File: config.mk
export PLATFORM = sky130hd
export DESIGN_NAME = host_register_window_decode
export DESIGN_NICKNAME = d
export VERILOG_FILES = /design/src/host_window_pkg.sv /design/src/host_register_window_decode.sv /design/src/pin_sync.sv
export SDC_FILE = /design/constraint.sdc
export NUM_CORES = 1
export LEC_CHECK = 0
export ABC_AREA = 0
export BUFFER_PORTS_ARGS = -buffer_cell sky130_fd_sc_hd__buf_4
export CAP_MARGIN = 0
export CELL_PAD_IN_SITES_DETAIL_PLACEMENT = 1
export CELL_PAD_IN_SITES_GLOBAL_PLACEMENT = 1
export CORE_MARGIN = 3
export CORE_UTILIZATION = 34
export CTS_BUF_LIST = sky130_fd_sc_hd__clkbuf_4
export CTS_CLUSTER_SIZE = 24
export DETAILED_ROUTE_END_ITERATION = 10
export GPL_TIMING_DRIVEN = 0
export PLACE_DENSITY_LB_ADDON = 0.1
export SYNTH_ARGS = -nofsm -noshare
export SYNTH_HDL_FRONTEND = slang
export SYNTH_HIERARCHICAL = 1
export SYNTH_SLANG_ARGS = --single-unit
File: constraint.sdc
create_clock -name i_clk -period 1.5 [get_ports i_clk]
set_input_delay 0.3 -clock i_clk [delete_from_list [all_inputs] [get_ports i_clk]]
set_output_delay 0.3 -clock i_clk [all_outputs]
set_load 0.01 [all_outputs]
File: src/host_window_pkg.sv
package host_window_pkg;

   // Address widths of the two request sides and of the register offset.
   localparam int HOST_ADDR_W = 20;
   localparam int CPU_ADDR_W = 32;
   localparam int OFFSET_W = 16;

   // Base of the system register area as seen from the external host.
   localparam logic [HOST_ADDR_W-1:0] HOST_SYSREG_BASE = 20'hD_0000;
   // Base of the system register area as seen from the processor or DMA.
   localparam logic [CPU_ADDR_W-1:0] CPU_SYSREG_BASE = 32'h4001_0000;
   // Size of the system register area on either side.
   localparam logic [HOST_ADDR_W-1:0] SYSREG_SPAN = 20'h1_0000;

   // Instruction RAM mirror window in the host address space, 768 Kbytes.
   localparam logic [HOST_ADDR_W-1:0] MIRROR_BASE = 20'h0_0000;
   localparam logic [HOST_ADDR_W-1:0] MIRROR_SPAN = 20'hC_0000;
   // Base of the instruction RAM in the internal address space.
   localparam logic [CPU_ADDR_W-1:0] IRAM_BASE = 32'h0000_0000;

   // Boot modes, coded as {boot_select_high, boot_select_low}.
   localparam logic [1:0] BOOT_EXT_MEM = 2'h0;
   localparam logic [1:0] BOOT_SFLASH = 2'h1;
   localparam logic [1:0] BOOT_HOST = 2'h2;
   localparam logic [1:0] BOOT_IRAM = 2'h3;
   // Boot mode shown before the straps have been captured.
   localparam logic [1:0] BOOT_MODE_RST = 2'h0;

   // Last settle count; the straps may be captured five cycles after reset release.
   localparam logic [1:0] STRAP_SETTLE = 2'h3;

   // Strap capture states.
   typedef enum logic [2:0]
   {
      ST_SETTLE = 3'h1,
      ST_CAPTURE = 3'h2,
      ST_RUN = 3'h4
   } strap_state_e;

endpackage

File: src/host_register_window_decode.sv
// What this block does
// - Register offset plus side dependent base.
// - Host decodes system registers at D_0000H.
// - Processor and DMA decode at 4001_0000H.
// - Mode 00 disables host interface entirely.
// - Mode 01 refuses mirror window accesses.
// - Mode 10 sends mirror to instruction RAM.
// - Mode 11 mirrors instruction RAM, debug only.
`timescale 1ns/1ps
module host_register_window_decode
   import host_window_pkg::*;
(
   input wire logic i_clk,                                         // 100 MHz clock.
   input wire logic i_rst_n,                                       // Sync reset, low.
   input wire logic i_boot_select_high,                            // Boot strap pin, high.
   input wire logic i_boot_select_low,                             // Boot strap pin, low.
   input wire logic i_host_req,                                    // Host access strobe.
   input wire logic [host_window_pkg::HOST_ADDR_W-1:0] i_host_addr, // Host address.
   input wire logic i_cpu_req,                                     // Internal access strobe.
   input wire logic [host_window_pkg::CPU_ADDR_W-1:0] i_cpu_addr,  // Internal address.
   output logic o_host_sysreg_sel,                                 // Host hit sysreg, pulse.
   output logic o_host_iram_sel,                                   // Host hit mirror, pulse.
   output logic o_host_reject,                                     // Host refused, pulse.
   output logic [host_window_pkg::OFFSET_W-1:0] o_host_offset,     // Host register offset.
   output logic [host_window_pkg::CPU_ADDR_W-1:0] o_iram_addr,     // Mirror target address.
   output logic o_cpu_sysreg_sel,                                  // Internal hit, pulse.
   output logic o_cpu_miss,                                        // Internal miss, pulse.
   output logic [host_window_pkg::OFFSET_W-1:0] o_cpu_offset,      // Internal offset.
   output logic [1:0] o_boot_mode,                                 // Captured boot mode.
   output logic o_mode_valid,                                      // Straps captured.
   output logic o_host_if_en,                                      // Host interface on.
   output logic o_debug_boot                                       // Debug only mode.
);

   // Window test on the host address: base inclusive, base plus span exclusive.
   function automatic logic in_window(input logic [HOST_ADDR_W-1:0] addr,
                                      input logic [HOST_ADDR_W-1:0] base,
                                      input logic [HOST_ADDR_W-1:0] span);
      logic [HOST_ADDR_W-1:0] rel;
      rel = addr - base;
      return (addr >= base) && (rel < span);
   endfunction

   // Strap path.
   logic [1:0] strap_level;      // Filtered strap levels.
   logic strap_stable;           // Strap stages agree.
   strap_state_e state_r;        // Capture state.
   strap_state_e state_nxt;      // Next capture state.
   logic [1:0] settle_r;         // Settle counter after reset release.
   logic [1:0] settle_nxt;       // Next settle count.
   logic [1:0] mode_r;           // Captured boot mode.
   logic mode_valid_r;           // Mode has been captured.
   logic host_en_r;              // Host interface enabled.
   logic debug_r;                // Debug only boot mode.

   // Host decode.
   logic host_sys_hit;           // Host address in system register area.
   logic host_mir_hit;           // Host address in mirror window.
   logic mirror_to_iram;         // Current mode routes mirror to RAM.
   logic host_sys_ok;            // Host register access is served.
   logic host_mir_ok;            // Host mirror access is served.
   logic [HOST_ADDR_W-1:0] host_sys_rel;  // Host address minus register base.
   logic [HOST_ADDR_W-1:0] host_mir_rel;  // Host address minus mirror base.
   logic [CPU_ADDR_W-1:0] iram_target;    // Internal RAM address of the access.
   logic host_sysreg_r;          // Registered host register select.
   logic host_iram_r;            // Registered host mirror select.
   logic host_reject_r;          // Registered host refusal.
   logic [OFFSET_W-1:0] host_offset_r;    // Registered host offset.
   logic [CPU_ADDR_W-1:0] iram_addr_r;    // Registered mirror target.

   // Internal decode.
   logic cpu_sys_hit;            // Internal address in system register area.
   logic [CPU_ADDR_W-1:0] cpu_rel; // Internal address minus register base.
   logic cpu_sysreg_r;           // Registered internal select.
   logic cpu_miss_r;             // Registered internal miss.
   logic [OFFSET_W-1:0] cpu_offset_r; // Registered internal offset.

   // The strap pins come from outside the clock domain and are filtered.
   pin_sync #(
      .WIDTH(2)
   ) u_strap_sync (
      .i_clk(i_clk),
      .i_rst_n(i_rst_n),
      .i_pin({i_boot_select_high, i_boot_select_low}),
      .o_level(strap_level),
      .o_stable(strap_stable)
   );

   // The capture waits out the synchroniser depth, then takes the first stable
   // strap value and does not look at the pins again until the next reset or an illegal state code.
   always_comb
   begin
      state_nxt = state_r;
      settle_nxt = settle_r;
      unique case (state_r)
         ST_SETTLE:
         begin
            // Count the cycles needed to flush the reset value from the chain.
            settle_nxt = settle_r + 2'h1;
            if (settle_r == STRAP_SETTLE)
               state_nxt = ST_CAPTURE;
         end
         ST_CAPTURE:
         begin
            // Capture only once the stages agree, so a moving pin is not taken.
            if (strap_stable)
               state_nxt = ST_RUN;
         end
         ST_RUN:
         begin
            // The mapping is frozen here.
            state_nxt = ST_RUN;
         end
         default:
         begin
            // An illegal code restarts the capture.
            state_nxt = ST_SETTLE;
         end
      endcase
   end

   // State register and settle counter.
   always_ff @(posedge i_clk)
   begin
      if (!i_rst_n)
      begin
         state_r <= ST_SETTLE;
         settle_r <= 2'h0;
      end
      else
      begin
         state_r <= state_nxt;
         settle_r <= settle_nxt;
      end
   end

   // Boot mode and the controls that follow from it, loaded only in the capture state.
   always_ff @(posedge i_clk)
   begin
      if (!i_rst_n)
      begin
         mode_r <= BOOT_MODE_RST;
         mode_valid_r <= 1'b0;
         host_en_r <= 1'b0;
         debug_r <= 1'b0;
      end
      else if ((state_r == ST_CAPTURE) && strap_stable)
      begin
         mode_r <= strap_level;
         mode_valid_r <= 1'b1;
         host_en_r <= (strap_level != BOOT_EXT_MEM);
         debug_r <= (strap_level == BOOT_IRAM);
      end
   end

   // Mirror routing by mode: only the host and debug modes reach the RAM.
   assign mirror_to_iram = (mode_r == BOOT_HOST) || (mode_r == BOOT_IRAM);

   // Host side window tests against the host base of the register area and the mirror base.
   assign host_sys_hit = in_window(i_host_addr, HOST_SYSREG_BASE, SYSREG_SPAN);
   assign host_mir_hit = in_window(i_host_addr, MIRROR_BASE, MIRROR_SPAN);
   assign host_sys_rel = i_host_addr - HOST_SYSREG_BASE;
   assign host_mir_rel = i_host_addr - MIRROR_BASE;
   assign iram_target = IRAM_BASE + {{(CPU_ADDR_W-HOST_ADDR_W){1'b0}}, host_mir_rel};

   // A disabled interface serves nothing; a reserved mirror is refused.
   assign host_sys_ok = host_en_r && mode_valid_r && host_sys_hit;
   assign host_mir_ok = host_en_r && mode_valid_r && host_mir_hit && mirror_to_iram;

   // Internal side: the upper address bits must name the internal base.
   assign cpu_sys_hit = (i_cpu_addr[CPU_ADDR_W-1:OFFSET_W] ==
                         CPU_SYSREG_BASE[CPU_ADDR_W-1:OFFSET_W]);
   assign cpu_rel = i_cpu_addr - CPU_SYSREG_BASE;

   // Host answer, one cycle after the strobe; the selects are one-hot.
   always_ff @(posedge i_clk)
   begin
      if (!i_rst_n)
      begin
         host_sysreg_r <= 1'b0;
         host_iram_r <= 1'b0;
         host_reject_r <= 1'b0;
      end
      else
      begin
         host_sysreg_r <= i_host_req && host_sys_ok;
         host_iram_r <= i_host_req && host_mir_ok;
         host_reject_r <= i_host_req && !host_sys_ok && !host_mir_ok;
      end
   end

   // Host offset and mirror address, captured with each strobe; a refused one loads zero.
   always_ff @(posedge i_clk)
   begin
      if (!i_rst_n)
      begin
         host_offset_r <= '0;
         iram_addr_r <= '0;
      end
      else if (i_host_req)
      begin
         host_offset_r <= host_sys_ok ? host_sys_rel[OFFSET_W-1:0] : '0;
         iram_addr_r <= host_mir_ok ? iram_target : '0;
      end
   end

   // Internal answer, one cycle after the strobe, independent of boot mode.
   always_ff @(posedge i_clk)
   begin
      if (!i_rst_n)
      begin
         cpu_sysreg_r <= 1'b0;
         cpu_miss_r <= 1'b0;
         cpu_offset_r <= '0;
      end
      else
      begin
         cpu_sysreg_r <= i_cpu_req && cpu_sys_hit;
         cpu_miss_r <= i_cpu_req && !cpu_sys_hit;
         if (i_cpu_req)
            cpu_offset_r <= cpu_sys_hit ? cpu_rel[OFFSET_W-1:0] : '0;
      end
   end

   // All outputs come straight from flip-flops.
   assign o_host_sysreg_sel = host_sysreg_r;
   assign o_host_iram_sel = host_iram_r;
   assign o_host_reject = host_reject_r;
   assign o_host_offset = host_offset_r;
   assign o_iram_addr = iram_addr_r;
   assign o_cpu_sysreg_sel = cpu_sysreg_r;
   assign o_cpu_miss = cpu_miss_r;
   assign o_cpu_offset = cpu_offset_r;
   assign o_boot_mode = mode_r;
   assign o_mode_valid = mode_valid_r;
   assign o_host_if_en = host_en_r;
   assign o_debug_boot = debug_r;

endmodule // host_register_window_decode

File: src/pin_sync.sv
`timescale 1ns/1ps
module pin_sync #(
   parameter int WIDTH = 2
) (
   input wire logic i_clk,               // System clock.
   input wire logic i_rst_n,             // Synchronous reset, active low.
   input wire logic [WIDTH-1:0] i_pin,   // Asynchronous pin levels.
   output logic [WIDTH-1:0] o_level,     // Filtered level, from a flip-flop.
   output logic o_stable                 // All bits agree in stages two and three.
);

   logic [WIDTH-1:0] meta_r;    // First stage, read only by the second stage.
   logic [WIDTH-1:0] sync_r;    // Second stage.
   logic [WIDTH-1:0] hold_r;    // Third stage.
   logic [WIDTH-1:0] level_r;   // Accepted level.
   logic stable_r;              // Agreement flag.
   logic [WIDTH-1:0] agree;     // Per bit agreement of stages two and three.

   // Each bit accepts a new level only once two stages agree on it.
   genvar g;
   generate
      for (g = 0; g < WIDTH; g = g + 1)
      begin : g_bit
         assign agree[g] = (sync_r[g] == hold_r[g]);
         // The accepted level follows the pin once the later stages agree.
         always_ff @(posedge i_clk)
         begin
            if (!i_rst_n)
               level_r[g] <= 1'b0;
            else if (agree[g])
               level_r[g] <= hold_r[g];
         end
      end
   endgenerate

   // Three stage shift chain for the pin levels.
   always_ff @(posedge i_clk)
   begin
      if (!i_rst_n)
      begin
         meta_r <= '0;
         sync_r <= '0;
         hold_r <= '0;
         stable_r <= 1'b0;
      end
      else
      begin
         meta_r <= i_pin;
         sync_r <= meta_r;
         hold_r <= sync_r;
         stable_r <= &agree;
      end
   end

   assign o_level = level_r;
   assign o_stable = stable_r;

endmodule // pin_sync

== Word-level counts from Yosys, hierarchy flattened ==
Index checks and enable logic that the tools add are counted.
Cells by class
  $add $sub $neg: 3
  $mul: 0
  divide/modulo/power cells: 0
  $lt $le $gt $ge: 4
  eq/ne operators: 12
  shifts and indexed selects: 0
  multiplexer cells: 6
  bitwise gates (word level): 0
  reductions and logical operators: 20
Operator list (count)
  16-bit 2-to-1 mux: 2
  20-bit by 1-bit >= comparator with 1-bit output, second input constant: 1
  20-bit >= comparator, second input constant: 1
  20-bit by 17-bit less-than comparator with 1-bit output, second input constant: 1
  20-bit less-than comparator, second input constant: 1
  20-bit 2-to-1 mux: 1
  20-bit subtractor, second input constant: 1
  16-bit by 15-bit equality test with 1-bit output, second input constant: 1
  16-bit by 1-bit subtractor with 16-bit output, second input constant: 1
  1-bit logical AND: 13
  3-bit one-hot mux with 3 select lines: 1
  2-bit equality test, second input constant: 4
  3-bit 2-to-1 mux: 2
  2-bit AND reduction: 2
  3-bit by 1-bit equality test with 1-bit output, second input constant: 1
  3-bit by 2-bit equality test with 1-bit output, second input constant: 1
  3-bit equality test, second input constant: 1
  1-bit zero test: 3
  2-bit by 1-bit adder with 2-bit output, second input constant: 1
  1-bit equality test: 2
  2-bit by 1-bit != test with 1-bit output, second input constant: 1
  2-bit != test, second input constant: 1
  2-bit nonzero test: 1
  1-bit logical OR: 1
Storage, ports and cells
  register bits: 88
  latch bits: 0
  memory bits (writable): 0
  ROM bits: 0
  output and inout port bits: 74
  memories kept: 0

== Longest topological paths before layout ==
Gate-level depths: netlist of run 1.
  depth after elaboration: 7
  depth in mapped cells: 5
  gate-level depth less buffers: 3

== By module ==
The synthesis of run 1 kept the hierarchy.
By module, submodules not included
  host_register_window_decode: instances 1, cells an instance 227, area an instance 2397.3 um^2, sequential area each 1341.3 um^2
  pin_sync: instances 1, cells an instance 24, area an instance 275.3 um^2, sequential area each 180.2 um^2

== Least setup slack after synthesis of run 1 ==
Ideal clock, no wire load.
  path type: input -> register
  from: input i_cpu_addr[26] (netlist name)
  to: register cpu_miss_r, in the netlist o_cpu_miss
  library setup time: 0.115 ns
  data arrival time: 1.148 ns
  data required time: 1.385 ns
  setup slack: 0.237 ns
  cell stages on the path: 4
  cells stage by stage: nor4_1 nand4_1 buf_2 and2_1
On the way
  word-level cells in the longest chain between the ends: 3
Ends and longest elaborated chain
  start, declared: line host_register_window_decode.sv:20  | input wire logic [host_window_pkg::CPU_ADDR_W-1:0] i_cpu_addr,
  16-bit by 15-bit equality test with 1-bit output: line host_register_window_decode.sv:171  | assign cpu_sys_hit = (i_cpu_addr[CPU_ADDR_W-1:OFFSET_W] ==
  1-bit zero test: line host_register_window_decode.sv:219  | cpu_miss_r <= i_cpu_req && !cpu_sys_hit;
  1-bit logical AND: line host_register_window_decode.sv:219
  end signal, assigned: line host_register_window_decode.sv:219
  end, declared: line host_register_window_decode.sv:75  | logic cpu_miss_r;
Every way passes these cells.
A chain may end at the register's enable or synchronous reset.

== Final worst setup path of run 1 ==
  from: register mode_valid_r, in the netlist o_mode_valid
  to: register host_offset_r[1], in the netlist o_host_offset[1]
On the way
  word-level cells in the longest chain between the ends: 3
Ends and longest elaborated chain
  start, declared: line host_register_window_decode.sv:52  | logic mode_valid_r;
  start signal, assigned: line host_register_window_decode.sv:143  | mode_valid_r <= 1'b0;
  start signal, assigned: line host_register_window_decode.sv:150  | mode_valid_r <= 1'b1;
  1-bit logical AND (2 in series): line host_register_window_decode.sv:167  | assign host_sys_ok = host_en_r && mode_valid_r && host_sys_hit;
  16-bit 2-to-1 mux: line host_register_window_decode.sv:202  | host_offset_r <= host_sys_ok ? host_sys_rel[OFFSET_W-1:0] : '0;
  end signal, assigned: line host_register_window_decode.sv:202
  end, declared: line host_register_window_decode.sv:68  | logic [OFFSET_W-1:0] host_offset_r;
Every way passes these cells.

==> results.json, run 1 <==
{
  "status": "complete, no violations",
  "r2r_slack_ns": 0.20,
  "chipHeight_um": 94.7,
  "clk_pin_slew_ns": 0.12,
  "dr.first_iter.drc_count": 40,
  "whs_path_depth": 2,
  "avgRoutedWirePerCell_um": 14.2,
  "drc": 0,
  "cts_buffers": 9,
  "cp_cell_sequence": "nand2_1 -> nor4_4 -> buf_6 -> a22o_1",
  "crit_fanout": 10,
  "syn_area_sq_mm": 0.00267,
  "dp_cells": 480,
  "routed-via-count": 2356,
  "clock_path_buffers": 2,
  "placed_cell_area_sq_mm": 0.00373,
  "ys_async_sr_fraction_pct": 0,
  "hold_buffers": 0,
  "grt_usage_pct": 16.3,
  "finalCriticalPeriod_ns": 1.30,
  "min_path_type": "primary input to register",
  "synthCells": 251,
  "synth_cell_types": 40,
  "p_per_area_mw_per_mm2": 1010,
  "core_area_sq_mm": 0.00745,
  "die_area_sq_mm": 0.00896,
  "final_common_cell": "buf_4",
  "wirelength_um": 7080,
  "hold_end": "u_strap_sync/meta_r[0]",
  "startpoint_type": "register",
  "synth_area_leader_cell": "dfxtp_1",
  "io_pins": 132,
  "cts_tree": "done",
  "areaGrowthSynthToFinish_pct": 47.4,
  "grt_max_degree": 15,
  "setup-violations-final": 0,
  "fmax_mhz": 766,
  "drt_first_pass_iters": 3,
  "grt_overflow": 0,
  "detail-route-antenna-nets": 0,
  "finalCritPeriodShare_pct": 87.0,
  "rows": 31,
  "grt_pass1_wl_um": 11200,
  "min_from": "i_boot_select_low",
  "synth_top_area_share_pct": 56.9,
  "root_buffer": "clkbuf_4",
  "ys.flop_type": "dfxtp_1",
  "max_stage_delay_ns": 0.40,
  "synth.avg_cell_area_sq_um": 10.6,
  "rsz0062_at_grt": "no",
  "ir_worst_vdd_v": 0.000473,
  "nets": 453,
  "crit_path_end_kind": "register",
  "viasPerCell": 4.73,
  "r2r_end": "o_host_offset[1]",
  "whs_ns": 0.0759,
  "r2r-start": "o_mode_valid",
  "diodes": 0,
  "cts.sinks": 76,
  "hold_viol_final": 0,
  "antenna_found_initial": 0,
  "synth.area.top_cells": "dfxtp_1, a22o_1, nand2_1, buf_4, a22o_2",
  "p_leak_nw": 1.82,
  "power.total_w": 0.00397,
  "grt_pass1_vias": 2404,
  "finish.instance_area_sq_mm": 0.00394,
  "hpwl_um": 5350,
  "fin_cells": 498,
  "critPathRequiredTime_ns": 1.87,
  "die_x_um": 94.7,
  "gp_congestion": 0.707,
  "drive_gt1_share_pct": 43.4,
  "worstPathArrival_ns": 1.68,
  "cp_slowest_cell": "dfxtp_1",
  "final_cell_mix": "buf_4, dfxtp_1, nand2_1",
  "fillCellCount": 880,
  "crit_type": "register to register",
  "io_buffers": 119,
  "yosys_warnings": 6,
  "htreeDepth": 3,
  "clock_latency_ns": 0.43,
  "ys_ff_latch": 76,
  "synth_edf_count": 0,
  "slew_viol_final": 0,
  "reg2regPathDepth": 4,
  "initial_utilization_pct": 35.9,
  "fin_worst_skew_ns": 0.0118,
  "ys_seq_area_share_pct": 56.9,
  "cap_violations": 0
}
cell usage after synthesis, types with 3 or more instances:
cell type,n
a21boi_0,3
a22o_1,29
a22o_2,7
and2_1,8
buf_2,9
buf_4,12
clkbuf_1,3
dfxtp_1,76
mux2i_1,3
nand2_1,37
nor2b_1,6
nor3_1,3
o21ai_0,9
o21ai_1,10
routing by layer:
| layer | GRT usage [%] | up-vias | share of wire, % |
|---|---|---|---|
| met1 | 17.7 | 1115 | 40 |
| met2 | 26.9 | 92 | 48 |
| met5 | 0 | - | 0 |
| met3 | 8.69 | 8 | 10 |
| met4 | 5.53 | 0 | 1.3 |
| li1 | - | 1141 | - |
worst max-delay path: cells and delay by family, from the launching register on:
kind,cells,cell delay [ns]
simple gates,2,0.52
buf+inv,1,0.19
flops,1,0.40
compound gates,1,0.14
cell families (layout without fill, tap and decap cells):
logic type / count (synthesis) / count (layout) / share of synthesized area, %
mux: 3 / 3 / 1.12
simple gates: 75 / 75 / 15.8
flops: 76 / 76 / 56.9
other cells: 1 / 12 / 0.140
fa+ha+maj: 1 / 1 / 0.468
compound gates: 64 / 64 / 18.3
xor+xnor: 3 / 3 / 0.983
buf+inv: 28 / 165 / 6.32
layout make-up:
| class | instances | area (sq um) | area share [%] |
|---|---|---|---|
| Clock buffer | 9 | 67.6 | 1.72 |
| Timing Repair Buffer | 121 | 908 | 23.1 |
| Inverter | 2 | 7.51 | 0.191 |
| Multi-Input combinational cell | 158 | 1020 | 26.0 |
| Sequential cell | 76 | 1520 | 38.6 |
| Tap cell | 99 | 124 | 3.14 |
| Clock inverter | 7 | 125 | 3.18 |
| Buffer | 26 | 161 | 4.10 |
registers in the layout, summed over array words and instances (netlist names), 2 cells and up:
| signal | flops |
|---|---|
| o_host_offset | 16 |
| u_strap_sync/o_level | 2 |
| u_strap_sync/hold_r | 2 |
| o_boot_mode | 2 |
| u_strap_sync/sync_r | 2 |
| u_strap_sync/meta_r | 2 |
| settle_r | 2 |
| o_iram_addr | 20 |
| o_cpu_offset | 16 |
| state_r | 3 |
stage by stage:
stage	utilization (%)	worst slack, ns	setup TNS (ns)
after global placement	50.1	-0.178	-1.75
final	52.9	0.195	0
after global routing	52.9	0.0823	0
after detailed placement	50.1	-0.164	-1.56
after CTS	52.7	0.0316	0
after floorplan	-	0.237	0
where the power goes:
group | switching, W | internal, W
combinational | 0.000125 | 0.000172
sequential | 0.0000201 | 0.00205
clock | 0.000755 | 0.000854
total | 0.000900 | 0.00307
how the worst max path moves through the flow:
stage                         startpoint                end  cells after the start
after floorplan           i_cpu_addr[26]         o_cpu_miss                      4
after CTS                   o_mode_valid  o_host_offset[12]                      4
after global placement    i_cpu_addr[26]         o_cpu_miss                      5
after global routing        o_mode_valid   o_host_offset[1]                      4
after detailed placement  i_cpu_addr[26]         o_cpu_miss                      5
final                       o_mode_valid   o_host_offset[1]                      4
timing repair:
| action | 4_1_cts | 5_1_grt |
|---|---|---|
| setup endpoints to repair | 0 | 9 |
| gates resized for setup | 0 | 0 |
| buffers inserted | 0 | 2 |
Note: power is estimated with default switching activity, not from simulation.
==> run 2, diff against run 1 <==
--- a/config.mk
+++ b/config.mk
@@ -15,7 +15,6 @@
 export CTS_BUF_LIST = sky130_fd_sc_hd__clkbuf_4
 export CTS_CLUSTER_SIZE = 24
 export DETAILED_ROUTE_END_ITERATION = 10
-export GPL_TIMING_DRIVEN = 0
 export PLACE_DENSITY_LB_ADDON = 0.1
 export SYNTH_ARGS = -nofsm -noshare
 export SYNTH_HDL_FRONTEND = slang
==> run 2 against run 1 <==
  * Combinational power decreased by 8.4%
  * Non-clock buffer count decreased by 21
  * Routed wire length decreased by 3.4%
  * Register-to-register slack improved by 0.05 ns
  * First-iteration DRC count increased by 68%
  * Final area decreased by 3.2%
  * Fmax increased by 3.6%
  * Clock power decreased by 12%
  * Cell count decreased by 4.2%
  * Sequential power about the same
  * Count of clock-buffer cells in the layout increased by 1
  * Sequential cell count unchanged
  * Critical path type unchanged
  * Highest routed layer unchanged
==> results.json, run 2 (synthesis results as in run 1) <==
{
  "ir_worst_vdd_v": 0.000340,
  "cts.sinks": 76,
  "highest_layer": "met4",
  "whs_path_depth": 2,
  "rows": 31,
  "cts_tree": "done",
  "slew_viol_final": 0,
  "finalCritPeriodShare_pct": 84.0,
  "p_per_area_mw_per_mm2": 984,
  "dr_wl_met3_um": 703,
  "min_from": "i_boot_select_low",
  "die_x_um": 94.7,
  "placed_cell_area_sq_mm": 0.00365,
  "htreeDepth": 3,
  "detail-route-antenna-nets": 0,
  "crit_path_end_kind": "register",
  "dr.first_iter.drc_count": 67,
  "hold_viol_final": 0,
  "r2r_end": "o_boot_mode[0]",
  "clock_path_buffers": 2,
  "final_common_cell": "buf_4",
  "critPathRequiredTime_ns": 1.81,
  "cap_violations": 0,
  "min_path_type": "primary input to register",
  "chipHeight_um": 94.7,
  "io_buffers": 119,
  "reg2regPathDepth": 4,
  "cp_cell_sequence": "nor4bb_1 -> buf_4 -> mux2i_1 -> nor2b_1",
  "grt_pass1_wl_um": 10600,
  "cts_buffers": 9,
  "die_area_sq_mm": 0.00896,
  "io_pins": 132,
  "core_area_sq_mm": 0.00745,
  "hold_buffers": 0,
  "cp_slowest_cell": "dfxtp_1",
  "max_stage_delay_ns": 0.42,
  "grt_usage_pct": 15.4,
  "crit_type": "register to register",
  "r2r_slack_ns": 0.24,
  "rsz0062_at_grt": "no",
  "fmax_mhz": 794,
  "relSlewSlack_pct": 27.7,
  "worstMarginPinSlew_ns": 1.08,
  "areaGrowthSynthToFinish_pct": 42.7,
  "viasPerCell": 4.75,
  "avgRoutedWirePerCell_um": 14.3,
  "drive_gt1_share_pct": 41.5,
  "finish.instance_area_sq_mm": 0.00381,
  "grt_overflow": 0,
  "gp_congestion": 0.709,
  "finalCriticalPeriod_ns": 1.26,
  "clk_pin_slew_ns": 0.12,
  "r2r-start": "state_r[1]",
  "clock_latency_ns": 0.41,
  "wirelength_um": 6840,
  "fillCellCount": 857,
  "crit_fanout": 7,
  "startpoint_type": "register",
  "initial_utilization_pct": 35.9,
  "multi_input_area_sq_mm": 0.00103,
  "hold_end": "u_strap_sync/meta_r[0]",
  "fin_worst_skew_ns": 0.00969,
  "nets": 432,
  "hpwl_um": 5090,
  "setup-violations-final": 0,
  "status": "complete, no violations",
  "worstPathArrival_ns": 1.57,
  "p_leak_nw": 1.71,
  "routed-via-count": 2267,
  "wl_met2_um": 3080,
  "final_cell_mix": "buf_4, dfxtp_1, nand2_1",
  "root_buffer": "clkbuf_4",
  "largest_register_ff_count": 20,
  "setup_tns_ns": 0,
  "cts_setup_buffers": 0,
  "antenna_found_initial": 0,
  "diodes": 0,
  "cts_resized": 0,
  "grt_pass1_vias": 2208,
  "drc": 0,
  "met1Wirelength_um": 2950,
  "grt_max_degree": 37,
  "drt_first_pass_iters": 4,
  "regArea_sq_mm": 0.00152
}
[run 2: cell count changes in the layout (fill, tap and decap cells not counted), moves of 2 or more]
cell        previous run  this run
clkbuf_1               3         0
buf_12                 0         2
clkinvlp_4             0         2
buf_4                133       124
clkinv_4               4         1
buf_2                  9         0
[run 2: layout make-up]
type                            count  area share [%]
Clock buffer                       10            1.97
Clock inverter                      6            2.33
Inverter                            2           0.197
Multi-Input combinational cell    158            26.9
Sequential cell                    76            39.9
Tap cell                           99            3.25
Timing Repair Buffer              126            25.5
[run 2: per-stage QoR]
stage	cells	total power (W)	setup slack, ns	util (%)	hold slack, ns
global route	477	0.00393	0.0595	51.2	0.0615
floorplan	262	0.00225	0.237	-	0.412
detailed placement	461	0.00239	-0.130	49.0	0.423
finish	477	0.00375	0.240	51.2	0.0903
CTS	477	0.00381	0.222	51.2	0.0653
global placement	461	0.00238	-0.0507	49.0	0.418
[run 2: where the power goes]
group          switching (W)  leakage [nW]  internal, W
clock               0.000721        0.0826     0.000694
sequential         0.0000193         0.614      0.00205
combinational       0.000120          1.01     0.000151
total               0.000860          1.71      0.00289
[run 2: per-layer routing]
layer,global-route usage [%],up-vias
li1,-,1103
met2,23.3,92
met5,0,-
met1,19.6,1062
met3,5.90,10
met4,6.85,0
[run 2: worst max path at each step]
stage | slack, ns | end | start | depth (start not counted)
final | 0.24 | o_boot_mode[0] | state_r[1] | 4
after global routing | 0.06 | o_boot_mode[1] | state_r[1] | 4
after detailed placement | -0.13 | o_cpu_offset[4] | i_rst_n | 4
after CTS | 0.22 | o_boot_mode[1] | o_boot_mode[1] | 1
after global placement | -0.05 | o_cpu_offset[13] | i_rst_n | 4
after floorplan | 0.24 | o_cpu_miss | i_cpu_addr[26] | 4
[run 2: worst max-delay path, delay by kind of cell, from the launching register on]
family / cells / cell delay, ns
and+or+nand+nor: 2 / 0.35
buffers and inverters: 1 / 0.20
muxes: 1 / 0.19
DFF: 1 / 0.42
==> run 3, diff against run 2 <==
--- a/config.mk
+++ b/config.mk
@@ -5,7 +5,7 @@
 export SDC_FILE = /design/constraint.sdc
 export NUM_CORES = 1
 export LEC_CHECK = 0
-export ABC_AREA = 0
+export ABC_AREA = 1
 export BUFFER_PORTS_ARGS = -buffer_cell sky130_fd_sc_hd__buf_4
 export CAP_MARGIN = 0
 export CELL_PAD_IN_SITES_DETAIL_PLACEMENT = 1
==> constraint.sdc (replaced) <==
create_clock -name i_clk -period 1.16 [get_ports i_clk]
set_input_delay 0.232 -clock i_clk [delete_from_list [all_inputs] [get_ports i_clk]]
set_output_delay 0.232 -clock i_clk [all_outputs]
set_load 0.01 [all_outputs]
==> run 3 against run 2 <==
  * The run now ends with negative setup slack left
  * Critical path depth down 2
  * Final area up 23%
  * Register-to-register slack worse by 0.26 ns
  * Cell count up 30%
  * Via count up 24%
  * First-iteration DRC count down 30%
  * Routed wire length up 29%
  * Sequential power up 30%
==> results.json, run 3 <==
{
  "ys_seq_area_share_pct": 50.3,
  "synth_cell_types": 27,
  "crit_fanout": 2,
  "yosys_warnings": 6,
  "synth_area_leader_cell": "dfxtp_1",
  "crit_family": "flip-flops",
  "die_area_sq_mm": 0.0101,
  "io_buffers": 119,
  "synth.avg_cell_area_sq_um": 8.24,
  "areaGrowthSynthToFinish_pct": 54.8,
  "drt_first_pass_iters": 4,
  "netlist_top_cells_count": "nand2_1, dfxtp_1, inv_1",
  "cp.depth": 2,
  "synth_xor_area_share_pct": 0.579,
  "grt_pass1_wl_um": 13600,
  "diodes": 0,
  "cp-startpoint": "o_mode_valid",
  "min_path_type": "primary input to register",
  "synth_top_family_by_area": "simple AND/OR/NAND/NOR gates",
  "grt_usage_pct": 16.8,
  "grt_pass1_vias": 2939,
  "nets": 570,
  "crit_buf_inv": 2,
  "crit_top_cell": "buf_6",
  "r2r_end": "o_iram_addr[5]",
  "p_per_area_mw_per_mm2": 1060,
  "viasPerCell": 4.54,
  "synth.area.top_cells": "dfxtp_1, nand2_1, o21ai_2, inv_1, nand3_1",
  "worstPathArrival_ns": 0.96,
  "drive_gt1_share_pct": 52.4,
  "cap_violations": 0,
  "r2r_slack_ns": -0.02,
  "cts.sinks": 76,
  "reg2regPathDepth": 5,
  "synth_compound_area_share_pct": 12.3,
  "utilization_pct": 55.5,
  "critPathRequiredTime_ns": 0.93,
  "io_pins": 132,
  "cts_tree": "done",
  "largest_register_ff_count": 20,
  "final_common_cell": "buf_4",
  "finalCritPeriodShare_pct": 103,
  "clk_pin_slew_ns": 0.12,
  "fillCellCount": 997,
  "grt_overflow": 0,
  "hold_viol_final": 0,
  "setup-violations-final": 10,
  "htreeDepth": 3,
  "ys_async_sr_fraction_pct": 0,
  "initial_utilization_pct": 35.9,
  "chipHeight_um": 100,
  "placed_cell_area_sq_mm": 0.00409,
  "muxShareOfSynthArea_pct": 0,
  "ir_worst_vdd_v": 0.000480,
  "worst_slack_ns": -0.0300,
  "syn_area_sq_mm": 0.00302,
  "ys.flop_type": "dfxtp_1",
  "hpwl_um": 6360,
  "cts_buffers": 9,
  "p_leak_nw": 2.13,
  "violations": "negative setup slack",
  "ys_ff_latch": 76,
  "routed-via-count": 2813,
  "max_stage_delay_ns": 0.34,
  "crit_path_end_kind": "output pin",
  "die_x_um": 100,
  "yosysMostFrequentCell": "nand2_1",
  "synth-adder-area-share_pct": 0.414,
  "cp_cell_sequence": "buf_6 -> buf_6",
  "status": "finished with violations",
  "avgRoutedWirePerCell_um": 14.2,
  "root_buffer": "clkbuf_4",
  "crit_type": "register to output pin",
  "whs_ns": 0.0224,
  "wirelength_um": 8810,
  "rsz0062_at_grt": "yes",
  "rows": 33,
  "grt_max_degree": 37,
  "crit_path_end": "o_mode_valid",
  "detail-route-antenna-nets": 0,
  "clock_path_buffers": 2,
  "dr.first_iter.drc_count": 47,
  "fmax_mhz": 840,
  "finish.instance_area_sq_mm": 0.00468,
  "synthSimpleGateAreaFrac_pct": 23.2,
  "r2r-start": "o_boot_mode[1]",
  "antenna_found_initial": 0,
  "fin_worst_skew_ns": 0.0168,
  "slew_viol_final": 0,
  "clock_latency_ns": 0.41,
  "synth_top_area_share_pct": 50.3,
  "drc": 0,
  "synthCells": 367,
  "final_cell_mix": "buf_4, nand2_1, buf_6",
  "gp_congestion": 0.722,
  "finalCriticalPeriod_ns": 1.19,
  "startpoint_type": "register",
  "synth_edf_count": 0,
  "core_area_sq_mm": 0.00842,
  "setup_tns_ns": -0.146,
  "cp_slowest_cell": "dfxtp_2"
}
run 3: changes by cell type after synthesis, moves of 16 or more:
cell	previous run	this run
o21ai_2	0	30
nand4_1	1	17
nor2_1	2	19
a22o_1	29	0
nand3_1	2	24
inv_1	2	53
nand2_1	37	82
run 3: how the worst min path moves through the flow:
stage                            from                endpoint  slack [ns]  depth (start not counted)
6_report              i_host_addr[12]         o_iram_addr[12]        0.02                          3
2_1_floorplan                 i_rst_n              state_r[0]        0.32                          1
4_1_cts               i_host_addr[13]         o_iram_addr[13]      0.0005                          3
5_1_grt                i_host_addr[9]          o_iram_addr[9]      -0.004                          3
3_3_place_gp   u_strap_sync/meta_r[0]  u_strap_sync/sync_r[0]        0.39                          2
3_5_place_dp   u_strap_sync/meta_r[1]  u_strap_sync/sync_r[1]        0.41                          2
run 3: final cells by class:
type | count | area (sq um) | share of cell area [%]
Sequential cell | 76 | 1600 | 34.1
Tap cell | 105 | 131 | 2.81
Clock inverter | 6 | 80.1 | 1.71
Clock buffer | 9 | 67.6 | 1.44
Multi-Input combinational cell | 220 | 1200 | 25.6
Timing Repair Buffer | 147 | 1390 | 29.7
Inverter | 57 | 214 | 4.57
run 3: logic make-up (layout without fill, tap and decap cells):
family,after synthesis,in the layout
adders and majority gates,1,1
other,1,12
DFF,76,76
buffers and inverters,82,219
and+or+nand+nor,154,154
AOI/OAI and AO/OA,51,51
xor gates and xnor gates,2,2
run 3: worst reg2reg max path: stages (launching register included):
cell and delay [ns]:
dfxtp_4 0.39, nand2_4 0.06, nor3_4 0.34, buf_6 0.20, nand2_2 0.06, o21ai_2 0.06
run 3: repair_timing:
| action | CTS | global route |
|---|---|---|
| setup endpoints to repair | 26 | 89 |
| endpoints found under the hold margin | 2 | 2 |
| pin swaps | 0 | 3 |
| cloned | 0 | 1 |
| gates resized for setup | 21 | 117 |
| hold buffers | 2 | 2 |
| buffers inserted | 1 | 4 |
run 3: report_power, final:
part	switching (W)	internal, W	total (W)
logic	0.000272	0.000263	0.000535
registers	0.0000391	0.00267	0.00270
clock network	0.000891	0.000846	0.00174
run 3: metal layers:
metal | wire [um] | track usage (%)
met1 | 3480 | 19.6
met3 | 841 | 7.44
met2 | 4370 | 27.8
met4 | 113 | 4.87
met5 | 0 | 0
run 3: metrics by stage:
stage / worst slack (ns) / power (W) / instances
floorplan: 0.0184 / 0.00303 / 378
global placement: -0.00626 / 0.00326 / 595
detailed placement: -0.0374 / 0.00328 / 595
CTS: -0.0690 / 0.00502 / 613
global route: -0.0955 / 0.00525 / 620
finish: -0.0300 / 0.00498 / 620
